<file path="config.mk">
export PLATFORM = sky130hd
export DESIGN_NAME = usr_shift_reg
export DESIGN_NICKNAME = d
export VERILOG_FILES = /design/src/hw/usr_pkg.sv /design/src/hw/usr_out_buf.sv /design/src/hw/usr_shift_reg.sv
export SDC_FILE = /design/constraint.sdc
export NUM_CORES = 1
export LEC_CHECK = 0
export BUFFER_PORTS_ARGS = -buffer_cell sky130_fd_sc_hd__buf_2
export CORE_MARGIN = 4
export CORE_UTILIZATION = 51
export DETAILED_ROUTE_END_ITERATION = 6
export GPL_TIMING_DRIVEN = 0
export PLACE_DENSITY = 0.75
export SYNTH_ARGS = -nofsm -noshare
export SYNTH_HDL_FRONTEND = slang
export SYNTH_SLANG_ARGS = --single-unit
</file>
<file path="constraint.sdc">
create_clock -name clk_i -period 2.04 [get_ports clk_i]
set_input_delay 0.306 -clock clk_i [delete_from_list [all_inputs] [get_ports clk_i]]
set_output_delay 0.306 -clock clk_i [all_outputs]
set_load 0.02 [all_outputs]
</file>
<file path="src/hw/usr_pkg.sv">
// Package for the four-bit universal shift register
package usr_pkg;

  localparam int WIDTH = 4;
  localparam int BUF_DEPTH = 2;
  localparam logic [WIDTH-1:0] STAGE_RESET = 4'h0;

  typedef enum logic [1:0]
  {
    MODE_LOAD = 2'b00,
    MODE_TO_STAGE0 = 2'b01,
    MODE_TO_STAGE3 = 2'b10,
    MODE_HOLD = 2'b11
  } usr_mode_type;

endpackage : usr_pkg

</file>
<file path="src/hw/usr_out_buf.sv">
// Two-entry output buffer with valid and ready on both sides
`timescale 1ns/1ps
module usr_out_buf #(
  parameter int WIDTH = 4,
  parameter int DEPTH = 2
) (
  input wire logic clk_i,
  input wire logic srst_i,
  input wire logic in_valid_i,
  output logic in_ready_o,
  input wire logic [WIDTH-1:0] in_data_i,
  output logic out_valid_o,
  input wire logic out_ready_i,
  output logic [WIDTH-1:0] out_data_o
);
  localparam int PW = (DEPTH > 1) ? $clog2(DEPTH) : 1;
  logic [WIDTH-1:0] mem_ff [DEPTH];
  logic [PW-1:0] wr_ptr_ff;
  logic [PW-1:0] rd_ptr_ff;
  logic [PW:0] count_ff;
  logic push;
  logic pop;

  assign in_ready_o = (count_ff != (PW+1)'(DEPTH));
  assign out_valid_o = (count_ff != '0);
  assign out_data_o = mem_ff[rd_ptr_ff];
  assign push = in_valid_i && in_ready_o;
  assign pop = out_valid_o && out_ready_i;

  always_ff @(posedge clk_i)
  begin
    if (push)
    begin
      mem_ff[wr_ptr_ff] <= in_data_i;
    end
  end

  always_ff @(posedge clk_i)
  begin
    if (srst_i)
    begin
      wr_ptr_ff <= '0;
      rd_ptr_ff <= '0;
      count_ff <= '0;
    end
    else
    begin
      if (push)
      begin
        wr_ptr_ff <= (wr_ptr_ff == PW'(DEPTH-1)) ? '0 : wr_ptr_ff + 1'b1;
      end
      if (pop)
      begin
        rd_ptr_ff <= (rd_ptr_ff == PW'(DEPTH-1)) ? '0 : rd_ptr_ff + 1'b1;
      end
      count_ff <= count_ff + (PW+1)'(push) - (PW+1)'(pop);
    end
  end

endmodule : usr_out_buf

</file>
<file path="src/hw/usr_shift_reg.sv">
// Four-bit universal shift register with buffered snapshot output
//
// Summary of operation
// - All stages update together on rising edge
// - Only the select pair chooses the operation
// - Select 00 loads parallel inputs per stage
// - Select 01 shifts toward stage 0
// - Select 10 shifts toward stage 3
// - Hold keeps every stage, inputs ignored
// - Stage outputs show new contents after the edge
`timescale 1ns/1ps
module usr_shift_reg
  import usr_pkg::*;
#(
  parameter int WIDTH_P = usr_pkg::WIDTH
) (
  input wire logic clk_i,
  input wire logic srst_i,
  input wire logic mode_select_first_i,
  input wire logic mode_select_second_i,
  input wire logic left_serial_in_i,
  input wire logic right_serial_in_i,
  input wire logic parallel_in_bit0_i,
  input wire logic parallel_in_bit1_i,
  input wire logic parallel_in_bit2_i,
  input wire logic parallel_in_bit3_i,
  output logic stage_out_bit0_o,
  output logic stage_out_bit1_o,
  output logic stage_out_bit2_o,
  output logic stage_out_bit3_o,
  output logic snap_valid_o,
  input wire logic snap_ready_i,
  output logic [3:0] snap_data_o
);
  import usr_pkg::*;

  ////////////////////////////////////////////////////////////////////////////
  logic [3:0] stage_ff;
  logic [3:0] nxt_stage;
  logic [3:0] par_in;
  usr_mode_type mode;
  logic buf_ready;
  logic buf_valid;
  logic [3:0] buf_data;
  logic snap_valid_ff;
  logic [3:0] snap_data_ff;

  assign par_in = {parallel_in_bit3_i, parallel_in_bit2_i, parallel_in_bit1_i,
                   parallel_in_bit0_i};
  assign mode = usr_mode_type'({mode_select_first_i, mode_select_second_i});

  always_comb
  begin
    unique case (mode)
      MODE_LOAD: nxt_stage = par_in;
      MODE_TO_STAGE0: nxt_stage = {right_serial_in_i, stage_ff[3:1]};
      MODE_TO_STAGE3: nxt_stage = {stage_ff[2:0], left_serial_in_i};
      MODE_HOLD: nxt_stage = stage_ff;
    endcase
  end

  // Stages step one operation per edge; a buffer stall never holds them back
  always_ff @(posedge clk_i)
  begin
    if (srst_i)
    begin
      stage_ff <= STAGE_RESET;
    end
    else
    begin
      stage_ff <= nxt_stage;
    end
  end

  assign stage_out_bit0_o = stage_ff[0];
  assign stage_out_bit1_o = stage_ff[1];
  assign stage_out_bit2_o = stage_ff[2];
  assign stage_out_bit3_o = stage_ff[3];

  ////////////////////////////////////////////////////////////////////////////
  // Snapshot stream: each non-hold update offers the new contents
  logic snap_push;
  assign snap_push = (mode != MODE_HOLD) && !srst_i;

  usr_out_buf #(
    .WIDTH(4),
    .DEPTH(BUF_DEPTH)
  ) u_buf (
    .clk_i(clk_i),
    .srst_i(srst_i),
    .in_valid_i(snap_push),
    .in_ready_o(buf_ready),
    .in_data_i(nxt_stage),
    .out_valid_o(buf_valid),
    .out_ready_i(snap_ready_i || !snap_valid_ff),
    .out_data_o(buf_data)
  );

  // Output register keeps snap ports flop-driven; words drop only when full
  always_ff @(posedge clk_i)
  begin
    if (srst_i)
    begin
      snap_valid_ff <= 1'b0;
      snap_data_ff <= STAGE_RESET;
    end
    else if (snap_ready_i || !snap_valid_ff)
    begin
      snap_valid_ff <= buf_valid;
      snap_data_ff <= buf_data;
    end
  end

  assign snap_valid_o = snap_valid_ff;
  assign snap_data_o = snap_data_ff;

  ////////////////////////////////////////////////////////////////////////////
  property p_load;
    @(posedge clk_i) disable iff (srst_i)
    (mode == MODE_LOAD) |=> (stage_ff == $past(par_in));
  endproperty
  a_load: assert property (p_load) else $error("load wrong");

  property p_to0;
    @(posedge clk_i) disable iff (srst_i)
    (mode == MODE_TO_STAGE0) |=> (stage_ff == {$past(right_serial_in_i), $past(stage_ff[3:1])});
  endproperty
  a_to0: assert property (p_to0) else $error("shift to stage0 wrong");

  property p_to3;
    @(posedge clk_i) disable iff (srst_i)
    (mode == MODE_TO_STAGE3) |=> (stage_ff == {$past(stage_ff[2:0]), $past(left_serial_in_i)});
  endproperty
  a_to3: assert property (p_to3) else $error("shift to stage3 wrong");

  property p_hold;
    @(posedge clk_i) disable iff (srst_i)
    (mode == MODE_HOLD) [*2] |=> $stable(stage_ff);
  endproperty
  a_hold: assert property (p_hold) else $error("hold changed stages");

  property p_hold_code;
    @(posedge clk_i) disable iff (srst_i)
    (mode_select_first_i && mode_select_second_i) |=> (stage_ff == $past(stage_ff));
  endproperty
  a_hold_code: assert property (p_hold_code) else $error("11 not hold");

  property p_outs;
    @(posedge clk_i) disable iff (srst_i)
    1'b1 |=> ({stage_out_bit3_o, stage_out_bit2_o, stage_out_bit1_o, stage_out_bit0_o}
              == $past(nxt_stage));
  endproperty
  a_outs: assert property (p_outs) else $error("outputs not new contents");

  // Raw pins, so a swapped select pair is caught as well as a bad decode
  property p_sel_only;
    @(posedge clk_i) disable iff (srst_i)
    (!mode_select_first_i && mode_select_second_i) |=>
      (stage_ff[2:0] == $past(stage_ff[3:1]));
  endproperty
  a_sel_only: assert property (p_sel_only) else $error("select pins mis-decoded");

  property p_snap_hold;
    @(posedge clk_i) disable iff (srst_i)
    (snap_valid_o && !snap_ready_i) |=> (snap_valid_o && $stable(snap_data_o));
  endproperty
  a_snap_hold: assert property (p_snap_hold) else $error("snapshot lost under stall");

  property p_load_pins;
    @(posedge clk_i) disable iff (srst_i)
    (!mode_select_first_i && !mode_select_second_i) |=>
      (stage_out_bit0_o == $past(parallel_in_bit0_i)) &&
      (stage_out_bit1_o == $past(parallel_in_bit1_i)) &&
      (stage_out_bit2_o == $past(parallel_in_bit2_i)) &&
      (stage_out_bit3_o == $past(parallel_in_bit3_i));
  endproperty
  a_load_pins: assert property (p_load_pins) else $error("parallel load pins wrong");

  property p_to3_pins;
    @(posedge clk_i) disable iff (srst_i)
    (mode_select_first_i && !mode_select_second_i) |=>
      (stage_ff[3:1] == $past(stage_ff[2:0]));
  endproperty
  a_to3_pins: assert property (p_to3_pins) else $error("select pins to stage3 wrong");

  property p_push_offer;
    @(posedge clk_i) disable iff (srst_i)
    (snap_push && buf_ready) |=> buf_valid;
  endproperty
  a_push_offer: assert property (p_push_offer) else $error("update not offered");

  property p_snap_reload;
    @(posedge clk_i) disable iff (srst_i)
    (buf_valid && (snap_ready_i || !snap_valid_o)) |=>
      (snap_valid_o && (snap_data_o == $past(buf_data)));
  endproperty
  a_snap_reload: assert property (p_snap_reload) else $error("snapshot not forwarded");

  property p_snap_idle;
    @(posedge clk_i) disable iff (srst_i)
    (!buf_valid && (snap_ready_i || !snap_valid_o)) |=> !snap_valid_o;
  endproperty
  a_snap_idle: assert property (p_snap_idle) else $error("stale snapshot shown");

  property p_hold_quiet;
    @(posedge clk_i) disable iff (srst_i)
    ((mode == MODE_HOLD) && !buf_valid) |=> !buf_valid;
  endproperty
  a_hold_quiet: assert property (p_hold_quiet) else $error("hold pushed a snapshot");

  property p_reset_clear;
    @(posedge clk_i)
    srst_i |=> ((stage_ff == STAGE_RESET) && !snap_valid_o);
  endproperty
  a_reset_clear: assert property (p_reset_clear) else $error("reset left state");

  c_load: cover property (@(posedge clk_i) disable iff (srst_i) mode == MODE_LOAD);
  c_shift: cover property (@(posedge clk_i) disable iff (srst_i)
    mode == MODE_TO_STAGE0 ##1 mode == MODE_TO_STAGE3);
  c_stall: cover property (@(posedge clk_i) disable iff (srst_i) !buf_ready);
  c_hold: cover property (@(posedge clk_i) disable iff (srst_i)
    mode == MODE_HOLD ##1 mode == MODE_HOLD);
  c_drop: cover property (@(posedge clk_i) disable iff (srst_i) snap_push && !buf_ready);

endmodule : usr_shift_reg

</file>
==> run metrics, run 1 <==
status=finished, final reports clean; GR Util All Layers=12.3%; sequential element share of the synthesized area=a little over half; post-synthesis cell type count=27; register bit count reported by yosys=21; layout cell share with drive strength beyond 1=34.4%; Worst Clk Skew=0.00111 ns; total negative setup slack=0 ns; hold buffer count at CTS=0; Ys Warns=0; area share of the largest cell type after synthesis=roughly 28%; Leakage=between 0.4 and 0.5 nW; Worst VDD drop=~640 uV; vias per cell=5.07; Slew headroom=about 73%; total CTS buffers=3; CTS root buf=clkbuf_4; clock network power share=approximately 16%; post-layout util=62.3%; Post-synth EDFFs=8; dominant synthesized flop cell=dfxtp_1; CTS tree=yes; Worst setup SP type=register; final hold vios=0; global-route wire length before repair=~2.3 mm; Worst Hold Slack=around 0.33 ns; Non-Filler Instances=around 120; clock-pin slew on the worst setup and hold paths=between 0.1 and 0.15 ns; Synth async-reset ratio=0%; Synth Area per Inst=roughly 13 sq um; I/O pin count=20; nets@finish=roughly 110; gpl congestion=around 0.73; wire length per cell=11.9 microns; largest net degree at the start of global routing=13; CP Class=reg2reg; fin. max-slew vios=0; FP Rows=15; Required @ worst endpoint=2.25 ns; Switching Fraction=around a third; Skew-Pair Late Insertion Delay=0.31 ns; placed insts=114; minimum clock period=about 1.9 ns; cell area after synthesis=932 sq um; Post-DRT Antenna Nets=0; cells after synthesis=a little over 70; Final Power=approximately 1.2 mW; crit path DAT=around 2.1 ns; Gate power share=35.9%; most instantiated cells after synthesis=dfxtp_1, edfxtp_1, nor2_1; HPWL Detailed=1.11 mm; drt initial violations=2; post-CTS resize count=0; Die Area=2580 sq um; antenna cells=0; Crit. End Element=register; initial antenna violation count=0; syn nets=84; area leader, netlist=dfxtp_1; Worst Max-Slew Pin Slew=0.389 ns; die width=about 50 microns; Initial Util=54.0%; H-tree levels=1; die height=a little over 50 microns; Max clock buf depth=2; worst hold path class=in2reg; total vias in the final route=598; PwrDens=around 1100 nW/um^2; global route total overflow=0; period utilization=a little over nine tenths; drc violations=0; top cells by area, synth=dfxtp_1, edfxtp_1, mux4_2; Sequential Power Share=47.7%; core area=approximately 1700 sq um; Switch Pwr=0.411 mW; Max Freq=between 0.5 and 0.6 GHz; I/O Buffers=17; Clock Sink Count=21; Setup Fix Bufs, Post-CTS=0; Final setup viols=0; Max-Cap Viols=0; drt total wl=approximately 1.4 mm; Initial DRT Pass Iterations=2; Crit Path Max Fanout=6; RSZ-0062 raised after global routing=false; Int Power=just over 0.8 mW; number of global-route vias before repair=between 500 and 600; Layout Area Growth over Synthesis=15.4%; count leader, synth=dfxtp_1
-- placed cells by master, fill, tap and decap left out, drive strengths merged, types with 2 or more instances in the layout --
master,count
buf,20
dfxtp,13
edfxtp,8
nor2,7
and2,5
mux2i,5
clkbuf,5
mux4,4
a211oi,4
inv,3
a21oi,3
nor2b,2
mux2,2
-- per-stage QoR --
step                worst slack, ns  cell area (sq um)
CTS                           0.112               1080
finish                        0.124               1080
global route                 0.0162               1080
floorplan                     0.140                932
global placement              0.134               1050
detailed placement           0.0982               1050
-- logic make-up after synthesis --
| kind of cell | count (synthesis) | share of synthesized area, % |
|---|---|---|
| multiplexers | 11 | 17.9 |
| buffers and inverters | 8 | 5.64 |
| AND/OR/NAND/NOR | 20 | 11.3 |
| flip-flops | 21 | 53.7 |
| adder cells (fa/ha/maj) | 1 | 1.34 |
| AO/OA/AOI/OAI | 11 | 10.2 |
-- state kept, by name, indices dropped and copies added (netlist names) --
name / count
u_buf.mem_ff: 8
snap_data_o: 4
stage_ff: 4
u_buf.count_ff: 2
snap_valid_o: 1
u_buf.rd_ptr_ff: 1
u_buf.wr_ptr_ff: 1
-- power groups by stage --
stage | registers (mW) | logic, mW | clock network [mW]
after floorplan | 0.626 | 0.313 | 0
after global placement | 0.589 | 0.426 | 0
after detailed placement | 0.596 | 0.443 | 0
after CTS | 0.586 | 0.446 | 0.208
after global routing | 0.598 | 0.479 | 0.229
final | 0.584 | 0.439 | 0.201
-- metal layers --
metal | share of wire, % | vias up | track usage [%]
met4 | 3.3 | 0 | 10.8
li1 | - | 307 | -
met3 | 7.3 | 5 | 2.97
met5 | 0 | - | 0
met1 | 44 | 265 | 14.1
met2 | 45 | 21 | 19.1
-- area by class of cell --
| type | instances | area, sq um |
|---|---|---|
| fill | 160 | 651 |
| multi-input combinational | 43 | 379 |
| clock buffer | 3 | 22.5 |
| sequential | 21 | 500 |
| clock inverter | 1 | 5.00 |
| timing repair buffer | 17 | 85.1 |
| inverter | 3 | 11.3 |
| buffer | 5 | 41.3 |
| tap | 25 | 31.3 |
-- critical path, stage by stage, from the launching register on --
cell	delay [ns]
dfxtp_1	0.38
nor2_1	0.21
nor2_1	0.08
ha_1	0.35
a21oi_4	0.17
mux2_4	0.31
a311o_1	0.31
-- worst paths after layout --
check | startpoint | end | slack [ns] | cells after the start
max | u_buf.count_ff[1] | u_buf.count_ff[1] | 0.12 | 6
min | srst_i | u_buf.rd_ptr_ff | 0.33 | 3
max reg2reg | u_buf.count_ff[1] | u_buf.count_ff[1] | 0.12 | 6
min reg2reg | snap_data_o[0] | snap_data_o[0] | 0.50 | 2
No activity file was read; power rests on OpenSTA's default activity.
==> run 2: changes to the inputs <==
--- a/config.mk
+++ b/config.mk
@@ -6,7 +6,7 @@
 export NUM_CORES = 1
 export LEC_CHECK = 0
 export BUFFER_PORTS_ARGS = -buffer_cell sky130_fd_sc_hd__buf_2
-export CORE_MARGIN = 4
+export CORE_MARGIN = 2
 export CORE_UTILIZATION = 51
 export DETAILED_ROUTE_END_ITERATION = 6
 export GPL_TIMING_DRIVEN = 0
==> run metrics, run 2 (same netlist as run 1, synthesis figures left out) <==
status=finished, final reports clean; Worst VDD drop=~620 uV; RSZ-0062 raised after global routing=false; Sequential Power Share=between 40 and 50%; die width=46.8 microns; clock network power share=16.3%; hold worst-path end=snap_valid_o; GR Util All Layers=around 15%; CP Class=reg2reg; Die Area=2190 sq um; Final setup viols=0; Post-Layout Inst Area=between 1000 and 1500 sq um; max reg flops=8; Initial Util=between 50% and 60%; hold buffer count at CTS=0; Skew-Pair Late Insertion Delay=around 0.3 ns; FF-to-FF setup slack=around 0.09 ns; post-CTS resize count=0; Worst Max-Slew Pin Slew=0.457 ns; FP Rows=15; Max Freq=slightly above 0.5 GHz; HP Start=srst_i; multi-input combinational cell area=about 380 sq um; Clock Sink Count=21; drc violations=0; Crit. End Element=register; global route total overflow=0; total negative setup slack=0 ns; total CTS buffers=3; I/O Buffers=17; gpl congestion=0.683; largest net degree at the start of global routing=12; wire length per cell=11.2 microns; fill cell count=156; H-tree levels=1; global-route wire length before repair=around 2.2 mm; HPWL Detailed=1.00 mm; nets@finish=roughly 110; Reg with most FFs=u_buf.mem_ff; initial antenna violation count=0; Leakage=between 0.4 and 0.5 nW; fin. max-slew vios=0; total vias in the final route=between 500 and 600; antenna cells=0; storage element area=500 sq um; Crit Path Max Fanout=6; Switching Fraction=33.3%; crit-path most repeated cell=nor2_1; crit path DAT=about 2.2 ns; commonest non-fill, non-tap cell in the layout=buf_2; Crit. path cell count=6; Setup Fix Bufs, Post-CTS=0; final hold vios=0; reg-to-reg critical path startpoint=u_buf.count_ff[1]; Worst path top cell family by delay=compound AO/OA/AOI/OAI gates; CTS tree=yes; PwrDens=around 1100 nW/um^2; crit-path cells=nor2_1 -> nor2_1 -> ha_1 -> a21oi_4 -> mux2_4 -> a311o_1; Max clock buf depth=2; Required @ worst endpoint=2.24 ns; number of global-route vias before repair=around 540; Initial DRT Pass Iterations=2; WHS Path Cells=3; Slew headroom=approximately 69%; worst hold path class=in2reg; Placement Cell Area=1050 sq um; vias per cell=5.03; clock-pin slew on the worst setup and hold paths=~0.11 ns; CTS root buf=clkbuf_4; Reg-to-Reg End=u_buf.count_ff[1]; Gate power share=35.9%; I/O pin count=20; Max-Cap Viols=0; Int Power=0.815 mW; Layout Area Growth over Synthesis=15.3%; drt total wl=between 1 and 1.5 mm; layout cell share with drive strength beyond 1=33.3%; R2R depth=6; Post-DRT Antenna Nets=0; die height=46.8 microns; CP max stage cell=dfxtp_1; minimum clock period=1.95 ns; CP Buf/Inv Count=0; Switch Pwr=between 0.4 and 0.5 mW; core area=approximately 1700 sq um; drt initial violations=3; Worst setup SP type=register; Worst Clk Skew=between 0.004 and 0.005 ns; most frequent cells in the layout=buf_2, dfxtp_1, edfxtp_1, nor2_1; period utilization=between 90% and 100%; crit-path max cell delay=around 0.39 ns
## run 2: changes by cell type in the layout (fill, tap and decap cells not counted), sizes merged
cell / delta
clkbuf: +1
clkinv: -1
## run 2: worst max path at each step
stage / startpoint / end / slack [ns]
2_1_floorplan: snap_valid_o / u_buf.count_ff[1] / 0.14
3_3_place_gp: snap_ready_i / u_buf.count_ff[1] / 0.14
3_5_place_dp: snap_ready_i / u_buf.count_ff[1] / 0.12
4_1_cts: u_buf.count_ff[1] / u_buf.count_ff[1] / 0.11
5_1_grt: u_buf.count_ff[1] / u_buf.count_ff[1] / 0.002
6_report: u_buf.count_ff[1] / u_buf.count_ff[1] / 0.09
## run 2: layout make-up
| cell class | instances | share of cell area [%] |
|---|---|---|
| inverter | 3 | 1.05 |
| timing repair buffer | 17 | 7.92 |
| multi-input combinational | 43 | 35.3 |
| buffer | 5 | 3.84 |
| tap | 25 | 2.91 |
| sequential | 21 | 46.6 |
| clock buffer | 4 | 2.44 |
## run 2: per-layer routing
metal / up-vias / GRT usage (%) / wire (microns) / part of all wire, %
li1: 306 / - / - / -
met1: 265 / 18.6 / 643 / 49
met2: 19 / 23.9 / 585 / 44
met3: 4 / 3.46 / 67 / 5.1
met4: 0 / 6.67 / 27 / 2.0
met5: - / 0 / 0 / 0
## run 2: tightest hold or removal path, cell delays in order
cell	delay, ns
buf_2	0.11
buf_6	0.14
a21oi_1	0.04
## run 2: power by group through the flow
stage	logic, mW	registers, mW	clock network, mW
after floorplan	0.313	0.626	0
after global placement	0.425	0.589	0
after detailed placement	0.439	0.592	0
after CTS	0.441	0.584	0.206
after global routing	0.487	0.596	0.221
final	0.438	0.584	0.199
## run 2: stage by stage
| stage | total power, mW | setup WS [ns] | utilization [%] | hold WS [ns] | instances |
|---|---|---|---|---|---|
| 2_1_floorplan | 0.939 | 0.140 | - | 0.451 | 72 |
| 5_1_grt | 1.30 | 0.00237 | 62.2 | 0.324 | 118 |
| 3_5_place_dp | 1.03 | 0.119 | 60.7 | 0.477 | 114 |
| 4_1_cts | 1.23 | 0.109 | 62.2 | 0.319 | 118 |
| 3_3_place_gp | 1.01 | 0.136 | 60.7 | 0.459 | 114 |
| 6_report | 1.22 | 0.0906 | 62.2 | 0.329 | 118 |
==> run 3: changes to the inputs <==
--- a/config.mk
+++ b/config.mk
@@ -5,6 +5,7 @@
 export SDC_FILE = /design/constraint.sdc
 export NUM_CORES = 1
 export LEC_CHECK = 0
+export ABC_AREA = 1
 export BUFFER_PORTS_ARGS = -buffer_cell sky130_fd_sc_hd__buf_2
 export CORE_MARGIN = 2
 export CORE_UTILIZATION = 51
==> run metrics, run 3 <==
Skew-Pair Late Insertion Delay=roughly 0.3 ns; Initial DRT Pass Iterations=4; initial antenna violation count=0; PwrDens=approximately 1100 nW/um^2; cells after synthesis=115; vias per cell=4.93; Placement Cell Area=about 1100 sq um; die height=47.0 microns; syn nets=about 130; fin. max-slew vios=0; most instantiated cells after synthesis=inv_1, nand2_1, nor2_1; CP Class=reg2reg; total vias in the final route=~800; dominant synthesized flop cell=dfxtp_1; total negative setup slack=0 ns; die width=between 40 and 50 microns; Switch Pwr=0.452 mW; Max-Cap Viols=0; Max clock buf depth=2; Setup Fix Bufs, Post-CTS=0; Leakage=approximately 0.55 nW; drt total wl=1.72 mm; HPWL Detailed=roughly 1.3 mm; wire length per cell=10.6 microns; hold buffer count at CTS=0; post-synthesis cell type count=19; sequential element share of the synthesized area=53.1%; commonest non-fill, non-tap cell in the layout=inv_1; Required @ worst endpoint=~2.3 ns; CTS root buf=clkbuf_4; Switching Fraction=a little under two fifths; Worst Max-Slew Pin Slew=between 0.3 and 0.4 ns; Post-DRT Antenna Nets=0; Die Area=between 2000 and 2500 sq um; Slew headroom=approximately four fifths; Final setup viols=0; global route total overflow=0; Clock Sink Count=21; Reg with most FFs=u_buf.mem_ff; worst hold path class=in2reg; clock network power share=approximately 17%; CTS tree=yes; max reg flops=8; status=finished, final reports clean; period utilization=roughly 78%; Int Power=0.743 mW; drt initial violations=10; most frequent cells in the layout=inv_1, nand2_1, buf_2, nor2_1; Final Power=between 1 and 1.5 mW; final setup margin=between 0.4 and 0.5 ns; Post-synth EDFFs=8; area leader, netlist=dfxtp_1; Initial Util=54.6%; Crit. End Element=register; I/O Buffers=19; gpl congestion=0.780; Layout Area Growth over Synthesis=16.3%; Post-Layout Inst Area=about 1100 sq um; antenna cells=0; total CTS buffers=3; Sequential Power Share=48.6%; FP Rows=15; Worst VDD drop=567 uV; core area=1730 sq um; Worst setup SP type=register; dpl ws=around 0.42 ns; cell area after synthesis=~940 sq um; Synth Area per Inst=~8 sq um; global-route wire length before repair=between 2 and 3 mm; minimum clock period=about 1.6 ns; H-tree levels=1; crit path DAT=about 1.9 ns; I/O pin count=20; layout cell share with drive strength beyond 1=24.6%; GR Util All Layers=18.5%; clock-pin slew on the worst setup and hold paths=approximately 0.12 ns; drc violations=0; Gate power share=a little over a third; Crit Path Max Fanout=4; RSZ-0062 raised after global routing=false; area share of the largest cell type after synthesis=between 20% and 30%; register bit count reported by yosys=21; Synth async-reset ratio=0%; post-CTS resize count=0; top cells by area, synth=dfxtp_1, edfxtp_1, inv_1; Max Freq=0.629 GHz; nets@finish=151; count leader, synth=inv_1; largest net degree at the start of global routing=13; final hold vios=0; number of global-route vias before repair=a little over 700; Worst Clk Skew=0.00570 ns; Ys Warns=0
## run 3: cell count changes after synthesis, moves of 6 or more
cell     previous run  this run
inv_1               2        20
nand2_1             1        19
nand3_1             0        13
nor2_1              7        17
o21ai_0             1         7
## run 3: per-layer routing
layer,track usage [%],part of all wire [%]
met2,34.5,50
met3,3.46,4.1
met1,18.6,42
met4,11.7,3.5
met5,0,0
## run 3: power by group through the flow
stage / combinational (mW) / sequential, mW / clock [mW]
floorplan: 0.260 / 0.627 / 0
global placement: 0.388 / 0.586 / 0
detailed placement: 0.405 / 0.591 / 0
CTS: 0.421 / 0.581 / 0.202
global route: 0.471 / 0.598 / 0.226
finish: 0.416 / 0.581 / 0.198
## run 3: cells by family after synthesis
logic type / Yosys count / share of synthesized area (%)
AOI/OAI and AO/OA: 13 / 7.83
DFF: 21 / 53.1
and+or+nand+nor: 57 / 28.2
buffers and inverters: 23 / 9.56
adders and majority gates: 1 / 1.33
## run 3: worst paths after layout
check | from | to | slack, ns | cells after the start
worst max-delay path | u_buf.count_ff[1] | u_buf.count_ff[1] | 0.45 | 8
worst min-delay path | srst_i | snap_valid_o | 0.27 | 2
worst min register to register | u_buf.mem_ff[0][3] | snap_data_o[3] | 0.54 | 2
worst max register to register | u_buf.count_ff[1] | u_buf.count_ff[1] | 0.45 | 8
## run 3: worst max-delay path: stages, from the launching register on
cell and delay, ns:
dfxtp_1 0.36, o21ai_0 0.29, inv_1 0.12, ha_1 0.35, inv_1 0.09, nand4_1 0.11, nand2_1 0.08, inv_1 0.04
nor2_2 0.08
## run 3: cell type report
cell class | instances | area, sq um
fill | 157 | 631
sequential | 21 | 500
multi-input combinational | 71 | 352
timing repair buffer | 19 | 95.1
inverter | 23 | 90.1
tap | 25 | 31.3
clock buffer | 3 | 22.5
clock inverter | 1 | 5.00
## run 3: through the flow
stage,utilization [%],cells,hold WS [ns]
6_report,63.5,163,0.274
5_1_grt,63.5,163,0.263
4_1_cts,63.5,163,0.265
3_5_place_dp,61.9,159,0.526
3_3_place_gp,61.9,159,0.515
2_1_floorplan,-,115,0.375
